--- src/inc/adcph_consts.svh ---
`ifndef ADCPH_CONSTS_SVH
`define ADCPH_CONSTS_SVH

`define ADCPH_CLK_PERIOD_NS 4
`define ADCPH_CONV_TIME_NS 2800
`define ADCPH_CONV_CYCLES ((`ADCPH_CONV_TIME_NS + `ADCPH_CLK_PERIOD_NS - 1) / `ADCPH_CLK_PERIOD_NS)
`define ADCPH_DATA_W 16
`define ADCPH_BYTE_W 8
`define ADCPH_CNT_W 16
`define ADCPH_PIN_CNT 3
`define ADCPH_PIN_CS 0
`define ADCPH_PIN_RDCONV 1
`define ADCPH_PIN_BYTE 2
`define ADCPH_PIN_RST 3'h3
`define ADCPH_RESULT_RST 16'h0000
`define ADCPH_CNT_RST 16'h0000

`endif

--- src/inc/adcph_pkg.sv ---
package adcph_pkg;
    typedef enum logic {ADCPH_IDLE, ADCPH_CONV} adcph_state_t;
    typedef logic [15:0] adcph_word_t;
endpackage

--- src/inc/adcph_pin_if.sv ---
`timescale 1ns/1ps
interface adcph_pin_if;
    logic csN;
    logic rdConvN;
    logic byteSel;
    modport src (output csN, output rdConvN, output byteSel);
    modport dst (input csN, input rdConvN, input byteSel);
endinterface

--- src/rtl/adcph_pin_sync.sv ---
`timescale 1ns/1ps
`include "adcph_consts.svh"
module adcph_pin_sync import adcph_pkg::*; (
    input wire logic clk,
    input wire logic rst_n,
    input wire logic csPinN,
    input wire logic rdConvPinN,
    input wire logic byteSelPin,
    adcph_pin_if.src pins
);
    localparam logic [`ADCPH_PIN_CNT-1:0] PIN_RST = `ADCPH_PIN_RST;
    logic [`ADCPH_PIN_CNT-1:0] rawPins;
    logic [`ADCPH_PIN_CNT-1:0] level;
    assign rawPins = {byteSelPin, rdConvPinN, csPinN};

    // a level counts only once stages two and three agree, so a late edge never splits
    genvar i;
    generate
        for (i = 0; i < `ADCPH_PIN_CNT; i++) begin : g_pin
            logic [2:0] stage_ff;
            logic [2:0] nxt_stage;
            logic level_ff;
            logic nxt_level;
            always_comb begin
                nxt_stage = {stage_ff[1:0], rawPins[i]};
                nxt_level = (stage_ff[1] == stage_ff[2]) ? stage_ff[2] : level_ff;
            end
            always_ff @(posedge clk) begin
                if (!rst_n) begin
                    stage_ff <= {3{PIN_RST[i]}};
                    level_ff <= PIN_RST[i];
                end else begin
                    stage_ff <= nxt_stage;
                    level_ff <= nxt_level;
                end
            end
            assign level[i] = level_ff;
        end
    endgenerate

    assign pins.csN = level[`ADCPH_PIN_CS];
    assign pins.rdConvN = level[`ADCPH_PIN_RDCONV];
    assign pins.byteSel = level[`ADCPH_PIN_BYTE];
endmodule

--- src/rtl/adcph_host_port.sv ---
`timescale 1ns/1ps
`include "adcph_consts.svh"
// Function
// - busy goes low at start, stays low until result register updated
// - byte select low gives the word in order, high swaps so the upper result byte sits on the lower lanes
// - chip select and read/convert combined; select falling with convert low starts
// - data lanes undriven unless chip select low and read/convert high
// - bit 15 carries the result msb
// - convert falling with select low and not busy starts a conversion
// - convert rising with select low drives the stored result
// - result is two's complement
// - bit 0 carries the result lsb
module adcph_host_port import adcph_pkg::*; (
    input wire logic clk,
    input wire logic rst_n,
    input wire logic csPinN,
    input wire logic rdConvPinN,
    input wire logic byteSelPin,
    input wire logic [15:0] sampleIn,
    output logic busyN,
    output logic [15:0] dataOut,
    output logic [15:0] dataOe
);
    localparam logic [`ADCPH_CNT_W-1:0] CONV_LAST = `ADCPH_CNT_W'(`ADCPH_CONV_CYCLES - 1);
    localparam int CONV_LEN = `ADCPH_CONV_CYCLES;

    adcph_pin_if pins();

    adcph_pin_sync u_sync (
        .clk(clk),
        .rst_n(rst_n),
        .csPinN(csPinN),
        .rdConvPinN(rdConvPinN),
        .byteSelPin(byteSelPin),
        .pins(pins.src)
    );

    adcph_state_t state_ff, nxt_state;
    logic [`ADCPH_CNT_W-1:0] cnt_ff, nxt_cnt;
    adcph_word_t sample_ff, nxt_sample;
    adcph_word_t result_ff, nxt_result;
    logic combLowPrev_ff, nxt_combLowPrev;
    logic busyN_ff, nxt_busyN;
    logic [15:0] dataOut_ff, nxt_dataOut;
    logic [15:0] dataOe_ff, nxt_dataOe;
    logic combLow;
    logic startEvt;
    logic readOn;
    logic [`ADCPH_CNT_W-1:0] lowCnt_ff, nxt_lowCnt;

    // either input may fall last; the combined level going low is what starts
    assign combLow = !pins.csN && !pins.rdConvN;
    assign startEvt = combLow && !combLowPrev_ff && state_ff == ADCPH_IDLE;
    assign readOn = !pins.csN && pins.rdConvN;

    // conversion engine
    always_comb begin
        nxt_state = state_ff;
        nxt_cnt = cnt_ff;
        nxt_sample = sample_ff;
        nxt_result = result_ff;
        nxt_combLowPrev = combLow;
        case (state_ff)
            ADCPH_IDLE: begin
                if (startEvt) begin
                    nxt_state = ADCPH_CONV;
                    nxt_cnt = `ADCPH_CNT_RST;
                    nxt_sample = sampleIn; // hold phase: sample frozen
                end
            end
            ADCPH_CONV: begin
                // new strobes here fall through untouched
                if (cnt_ff == CONV_LAST) begin
                    nxt_state = ADCPH_IDLE;
                    nxt_result = sample_ff;
                end else begin
                    nxt_cnt = cnt_ff + `ADCPH_CNT_W'(1);
                end
            end
            default: nxt_state = ADCPH_IDLE;
        endcase
        nxt_busyN = (nxt_state != ADCPH_CONV);
    end

    // output lanes; a read during conversion shows the previous result
    always_comb begin
        nxt_dataOe = readOn ? 16'hFFFF : 16'h0000;
        if (pins.byteSel) begin
            nxt_dataOut = {result_ff[7:0], result_ff[15:8]};
        end else begin
            nxt_dataOut = result_ff;
        end
    end

    always_ff @(posedge clk) begin
        if (!rst_n) begin
            state_ff <= ADCPH_IDLE;
            cnt_ff <= `ADCPH_CNT_RST;
            sample_ff <= `ADCPH_RESULT_RST;
            result_ff <= `ADCPH_RESULT_RST;
            combLowPrev_ff <= 1'b1;
            busyN_ff <= 1'b1;
            dataOut_ff <= `ADCPH_RESULT_RST;
            dataOe_ff <= 16'h0000;
        end else begin
            state_ff <= nxt_state;
            cnt_ff <= nxt_cnt;
            sample_ff <= nxt_sample;
            result_ff <= nxt_result;
            combLowPrev_ff <= nxt_combLowPrev;
            busyN_ff <= nxt_busyN;
            dataOut_ff <= nxt_dataOut;
            dataOe_ff <= nxt_dataOe;
        end
    end

    // shadows the busy low time so the length check needs no long delay
    always_comb begin
        nxt_lowCnt = busyN_ff ? `ADCPH_CNT_RST : lowCnt_ff + `ADCPH_CNT_W'(1);
    end

    always_ff @(posedge clk) begin
        if (!rst_n) begin
            lowCnt_ff <= `ADCPH_CNT_RST;
        end else begin
            lowCnt_ff <= nxt_lowCnt;
        end
    end

    assign busyN = busyN_ff;
    assign dataOut = dataOut_ff;
    assign dataOe = dataOe_ff;
endmodule

--- config.mk ---
export PLATFORM = sky130hd
export DESIGN_NAME = adcph_host_port
export DESIGN_NICKNAME = d
export VERILOG_FILES = /design/src/inc/adcph_pkg.sv /design/src/inc/adcph_pin_if.sv /design/src/rtl/adcph_pin_sync.sv /design/src/rtl/adcph_host_port.sv
export VERILOG_INCLUDE_DIRS = /design/src /design/src/inc
export SDC_FILE = /design/constraint.sdc
export NUM_CORES = 1
export LEC_CHECK = 0
export ABC_AREA = 0
export ABC_CLOCK_PERIOD_IN_PS = 2200
export CAP_MARGIN = 20
export CORE_AREA = 2 2 108 110
export CTS_BUF_LIST = sky130_fd_sc_hd__clkbuf_4 sky130_fd_sc_hd__clkbuf_8
export CTS_CLUSTER_SIZE = 40
export DETAILED_ROUTE_END_ITERATION = 8
export DIE_AREA = 0 0 110 112
export DONT_BUFFER_PORTS = 1
export HOLD_SLACK_MARGIN = 0.15
export PLACE_DENSITY = 0.54
export SYNTH_ARGS = -nofsm -noshare
export SYNTH_HDL_FRONTEND = slang
export SYNTH_SLANG_ARGS = --single-unit
export TNS_END_PERCENT = 10
--- constraint.sdc ---
create_clock -name clk -period 2.2 [get_ports clk]
set_input_delay 0.44 -clock clk [delete_from_list [all_inputs] [get_ports clk]]
set_output_delay 0.44 -clock clk [all_outputs]
set_load 0.01 [all_outputs]
==> results of run 1 <==
==> critical path: stages, from the launching register on <==
cell	delay [ns]
dfxtp_1	0.36
or4_1	0.58
or4_4	0.57
a21oi_2	0.31
mux2_2	0.21
==> synthesized netlist by cell type, drive strengths merged <==
library cell  number  area [sq um]
ha                 1          12.5
nor3b              1          7.51
nor3               3          15.0
or4                5          41.3
clkbuf            16          61.3
nand4bb            2          22.5
nand4              6          43.8
a311oi             3          26.3
a31o               2          17.5
xor2               1          8.76
or3b               1          8.76
mux2i             16           160
a21oi             39           199
o31a               1          8.76
o221ai             1          8.76
inv                3          11.3
and2               5          33.8
a221o              3          30.0
a211oi             1          7.51
a41oi              3          26.3
dfxtp             80          1600
nand2b             6          37.5
a31oi              6          37.5
nor4               5          31.3
nor2              27           101
o21ai              9          45.0
a22o               1          8.76
nand2             74           278
or2                1          6.26
and3               1          6.26
o2111ai            1          8.76
and4               3          26.3
nand4b             1          8.76
nand3              7          35.0
mux2               1          11.3
nor2b              1          6.26
buf               23           149
==> through the flow <==
step	hold slack, ns	instance area, sq um	instances
floorplan	0.386	3150	360
global placement	0.394	3230	476
detailed placement	0.398	3230	476
CTS	0.151	3450	492
global route	0.153	3450	492
finish	0.160	3450	492
==> metal layers <==
metal | vias to the layer above | GRT usage, % | wire, microns
li1 | 1206 | - | -
met1 | 1079 | 15.7 | 3170
met2 | 82 | 15.9 | 2690
met3 | 12 | 4.04 | 526
met4 | 0 | 5.06 | 118
met5 | - | 0 | 0
==> layout make-up <==
type / count / area [sq um] / area share [%]
clock buffers: 10 / 138 / 3.99
clock inverters: 5 / 63.8 / 1.85
inverters: 3 / 11.3 / 0.327
multi-input cells: 238 / 1340 / 38.9
flip-flops and latches: 80 / 1600 / 46.5
well taps: 143 / 179 / 5.19
repair buffers: 13 / 113 / 3.27
==> repair_timing <==
action                                 CTS  global route
endpoints found under the hold margin    2             0
setup buffers                            0             0
hold buffers                             1             0
==> flip-flops by register name, summed over array words and instances (netlist names) <==
| name | flops |
|---|---|
| combLowPrev_ff | 1 |
| u_sync.pins.csN | 1 |
| u_sync.pins.byteSel | 1 |
| result_ff | 16 |
| u_sync.g_pin.stage_ff | 9 |
| dataOe | 1 |
| cnt_ff | 16 |
| state_ff | 1 |
| sample_ff | 16 |
| dataOut | 16 |
| busyN | 1 |
| u_sync.pins.rdConvN | 1 |
==> cells by family after synthesis <==
kind of cell               count (synthesis)  synth area share, %
AOI/OAI and AO/OA                         70                 13.5
muxes                                     17                 5.44
and+or+nand+nor                          149                 22.5
xor gates and xnor gates                   1                0.278
DFF                                       80                 50.9
buffers and inverters                     42                 7.03
adders and majority gates                  1                0.397
==> worst paths after layout <==
path	start	endpoint	slack, ns	depth (start not counted)
hold / removal	rst_n	u_sync.g_pin[0].stage_ff[1]	0.16	1
setup reg to reg	cnt_ff[12]	cnt_ff[0]	0.11	4
setup / recovery	cnt_ff[12]	cnt_ff[0]	0.11	4
hold reg to reg	u_sync.g_pin[0].stage_ff[0]	u_sync.g_pin[0].stage_ff[1]	0.42	1
==> where the power goes <==
group / total (W) / leakage (nW) / switching [W] / internal, W
clock: 0.00110 / 0.0994 / 0.000537 / 0.000559
sequential: 0.00146 / 0.647 / 0.00000328 / 0.00145
combinational: 0.0000348 / 0.356 / 0.0000237 / 0.0000111
==> impl_metrics.tcl, run 1 <==
set metrics [dict create \
    final_layout_size_suffix_gt1_share_pct 10.9 \
    postRouteAntennaNets 0 \
    critPathArrivalTime_ns 2.39 \
    initial_core_util_pct 28.2 \
    setup-violations-final 0 \
    routed_wl_microns 6510 \
    ys_warn_count 0 \
    num_vias 2379 \
    rows 39 \
    path_max_fanout 6 \
    grt-ovfl-total 0 \
    fmax_mhz 478 \
    cts_root_buffer "clkbuf_8" \
    path_class "reg -> reg" \
    wire_per_inst_microns 13.2 \
    start_kind "flip-flop" \
    numPortBuffers 0 \
    hold_viol 0 \
    min_period_ns 2.09 \
    grt_util_all_layers_pct 11.4 \
    die_y_microns 112 \
    drc 0 \
    rsz0062_at_grt "no" \
    cts_resized 0 \
    cts_buffers 9 \
    pre_cts_slack_ns 0.158 \
    io_pins 54 \
    antennaDiodeCount 0 \
    hpwl_microns 4530 \
    insertion_delay_ns 0.35 \
    cp.required_ns 2.49 \
    ys_seq_elements 80 \
    clock_sinks 80 \
    antenna_found_initial 0 \
    synth_cells 360 \
    final_cell_mix "dfxtp_1, nand2_1, a21oi_1" \
    p_total_w 0.00259 \
    fin_crit_sh_pct 95.2 \
    core-area_sq_um 11200 \
    final_nets 367 \
    path_clk_slew_ns 0.08 \
    fin_ws_ns 0.106 \
    place_congestion 0.879 \
    die_x_microns 110 \
    mostFrequentLayoutCell "dfxtp_1" \
    ys_types 45 \
    syn_nets 382 \
    maxCapViolCount 0 \
    grt_pass1_vias 2246 \
    netlist_area_sq_um 3150 \
    htreeDepth 3 \
    fillers 1161 \
    max-clock-path-buffers 2 \
    tritoncts "done" \
    worstHoldPathType "in -> reg" \
    syn_area_per_cell_sq_um 8.75 \
    final_max_slew_viol_count 0 \
    dr.pass1.iters 5 \
    post-route-util_pct 30.8 \
    grt_max_degree 54 \
    worst_pin_slew_ns 0.447 \
    vias_per_cell 4.84 \
    syn_to_final_growth_pct 9.42 \
    first_iter_violations 249 \
    timing.slew.headroom_pct 70.4 \
    status "complete, no violations" \
    grt_pass1_wl_microns 10900 \
    seq_area_frac_synth_pct 50.9 \
    power_density_nw_per_um2 751 \
    p_leak_nw 1.10 \
    finalClockSkew_ns 0.0108 \
    ir_drop_mv 0.360 \
    die-area_sq_um 12300 \
    tns_ns 0 \
    end_kind "flip-flop" \
]
Power figures use the tool's default switching activity.
==> run 2, diff against run 1 <==
--- a/config.mk
+++ b/config.mk
@@ -17,6 +17,7 @@
 export DONT_BUFFER_PORTS = 1
 export HOLD_SLACK_MARGIN = 0.15
 export PLACE_DENSITY = 0.54
+export RECOVER_POWER = 100
 export SYNTH_ARGS = -nofsm -noshare
 export SYNTH_HDL_FRONTEND = slang
 export SYNTH_SLANG_ARGS = --single-unit
==> impl_metrics.tcl, run 2 (same netlist as run 1, synthesis figures left out) <==
set metrics [dict create \
    hpwl_microns 4530 \
    grt_util_all_layers_pct 11.4 \
    mostFrequentLayoutCell "dfxtp_1" \
    min_period_ns 2.08 \
    rr_startpoint "cnt_ff[12]" \
    path_clk_slew_ns 0.08 \
    num_vias 2343 \
    drc 0 \
    path_max_fanout 17 \
    status "complete, no violations" \
    max-clock-path-buffers 2 \
    cts_root_buffer "clkbuf_8" \
    cp.required_ns 2.50 \
    die_y_microns 112 \
    grt_pass1_wl_microns 10900 \
    wire_per_inst_microns 13.3 \
    first_iter_violations 240 \
    r2r-end "cnt_ff[7]" \
    post-route-util_pct 30.6 \
    finalClockSkew_ns 0.00967 \
    worstHoldPathCells 1 \
    maxCapViolCount 0 \
    fillers 1167 \
    final_max_slew_viol_count 0 \
    place_congestion 0.879 \
    path_class "reg -> reg" \
    end_kind "flip-flop" \
    rsz0062_at_grt "no" \
    r2r_cells 5 \
    min_to "u_sync.g_pin[0].stage_ff[1]" \
    rows 39 \
    core-area_sq_um 11200 \
    fin_crit_sh_pct 94.4 \
    die_x_microns 110 \
    timing.slew.headroom_pct 30.1 \
    p_leak_nw 1.09 \
    antenna_found_initial 0 \
    worst_pin_slew_ns 1.05 \
    hold_viol 0 \
    numPortBuffers 0 \
    initial_core_util_pct 28.2 \
    vias_per_cell 4.76 \
    timing.hold.ws_ns 0.160 \
    start_kind "flip-flop" \
    worstHoldPathType "in -> reg" \
    final_nets 367 \
    routed_wl_microns 6520 \
    ir_drop_mv 0.359 \
    tns_ns 0 \
    die-area_sq_um 12300 \
    htreeDepth 3 \
    insertion_delay_ns 0.35 \
    postRouteAntennaNets 0 \
    final_layout_size_suffix_gt1_share_pct 9.46 \
    final_cell_mix "dfxtp_1, nand2_1, a21oi_1" \
    fmax_mhz 482 \
    slowest_delay_ns 0.56 \
    critPathArrivalTime_ns 2.37 \
    power_density_nw_per_um2 755 \
    setup-violations-final 0 \
    grt_pass1_vias 2246 \
    cp_slowest_cell "or4_1" \
    path_cells "or4_1, or4_4, buf_2, a31oi_1, a31o_2" \
    syn_to_final_growth_pct 8.70 \
    cp_num_cells 5 \
    antennaDiodeCount 0 \
    dr.pass1.iters 4 \
    clock_sinks 80 \
    grt_max_degree 54 \
    crit_buf_inv 1 \
    cpLargestDelayFamily "simple AND/OR/NAND/NOR gates" \
    fin_cells 492 \
    ff2ff_setup_slack_ns 0.12 \
    cts_buffers 9 \
    io_pins 54 \
    grt-ovfl-total 0 \
    cts_setup_buffers 0 \
    dp.cells 476 \
    tritoncts "done" \
    hold_start "rst_n" \
]
## run 2: worst max path at each step
stage	from	end
final	cnt_ff[12]	cnt_ff[7]
after global routing	cnt_ff[0]	cnt_ff[7]
after CTS	cnt_ff[12]	cnt_ff[9]
after detailed placement	cnt_ff[0]	cnt_ff[9]
after global placement	cnt_ff[0]	cnt_ff[9]
after floorplan	cnt_ff[12]	cnt_ff[9]
## run 2: what timing repair did
| item | in CTS | in global routing |
|---|---|---|
| endpoints found under the setup margin | 0 | 0 |
| resized for setup | 0 | 0 |
| hold endpoints to repair | 2 | 0 |
| hold buffers | 1 | 0 |
## run 2: worst register-to-register path, cell delays in order (launching register included)
cell	delay, ns
dfxtp_1	0.36
or4_1	0.56
or4_4	0.56
buf_2	0.25
a31oi_1	0.17
a31o_2	0.12
## run 2: report_power, final
part	leakage [nW]	switching, W	internal, W
combinational	0.339	0.0000237	0.0000110
sequential	0.647	0.00000328	0.00145
clock	0.0994	0.000535	0.000559
## run 2: per-stage QoR
step	worst slack, ns	instance area, sq um	power (W)
floorplan	0.295	3150	0.00152
global placement	0.190	3230	0.00152
detailed placement	0.158	3230	0.00153
CTS	0.132	3450	0.00262
global route	0.0147	3420	0.00268
finish	0.124	3420	0.00259
## run 2: routing by layer
layer	up-vias	track usage, %	wire length (microns)
li1	1205	-	-
met1	1065	15.7	3230
met2	67	15.9	2730
met3	6	4.04	474
met4	0	5.06	95
met5	-	0	0
## run 2: area by class of cell
type	instances	area (sq um)	area share, %
clock buffer	10	138	4.02
multi-input combinational	238	1330	38.9
timing repair buffer	13	96.3	2.81
inverter	3	11.3	0.329
clock inverter	5	63.8	1.86
sequential	80	1600	46.8
tap	143	179	5.23
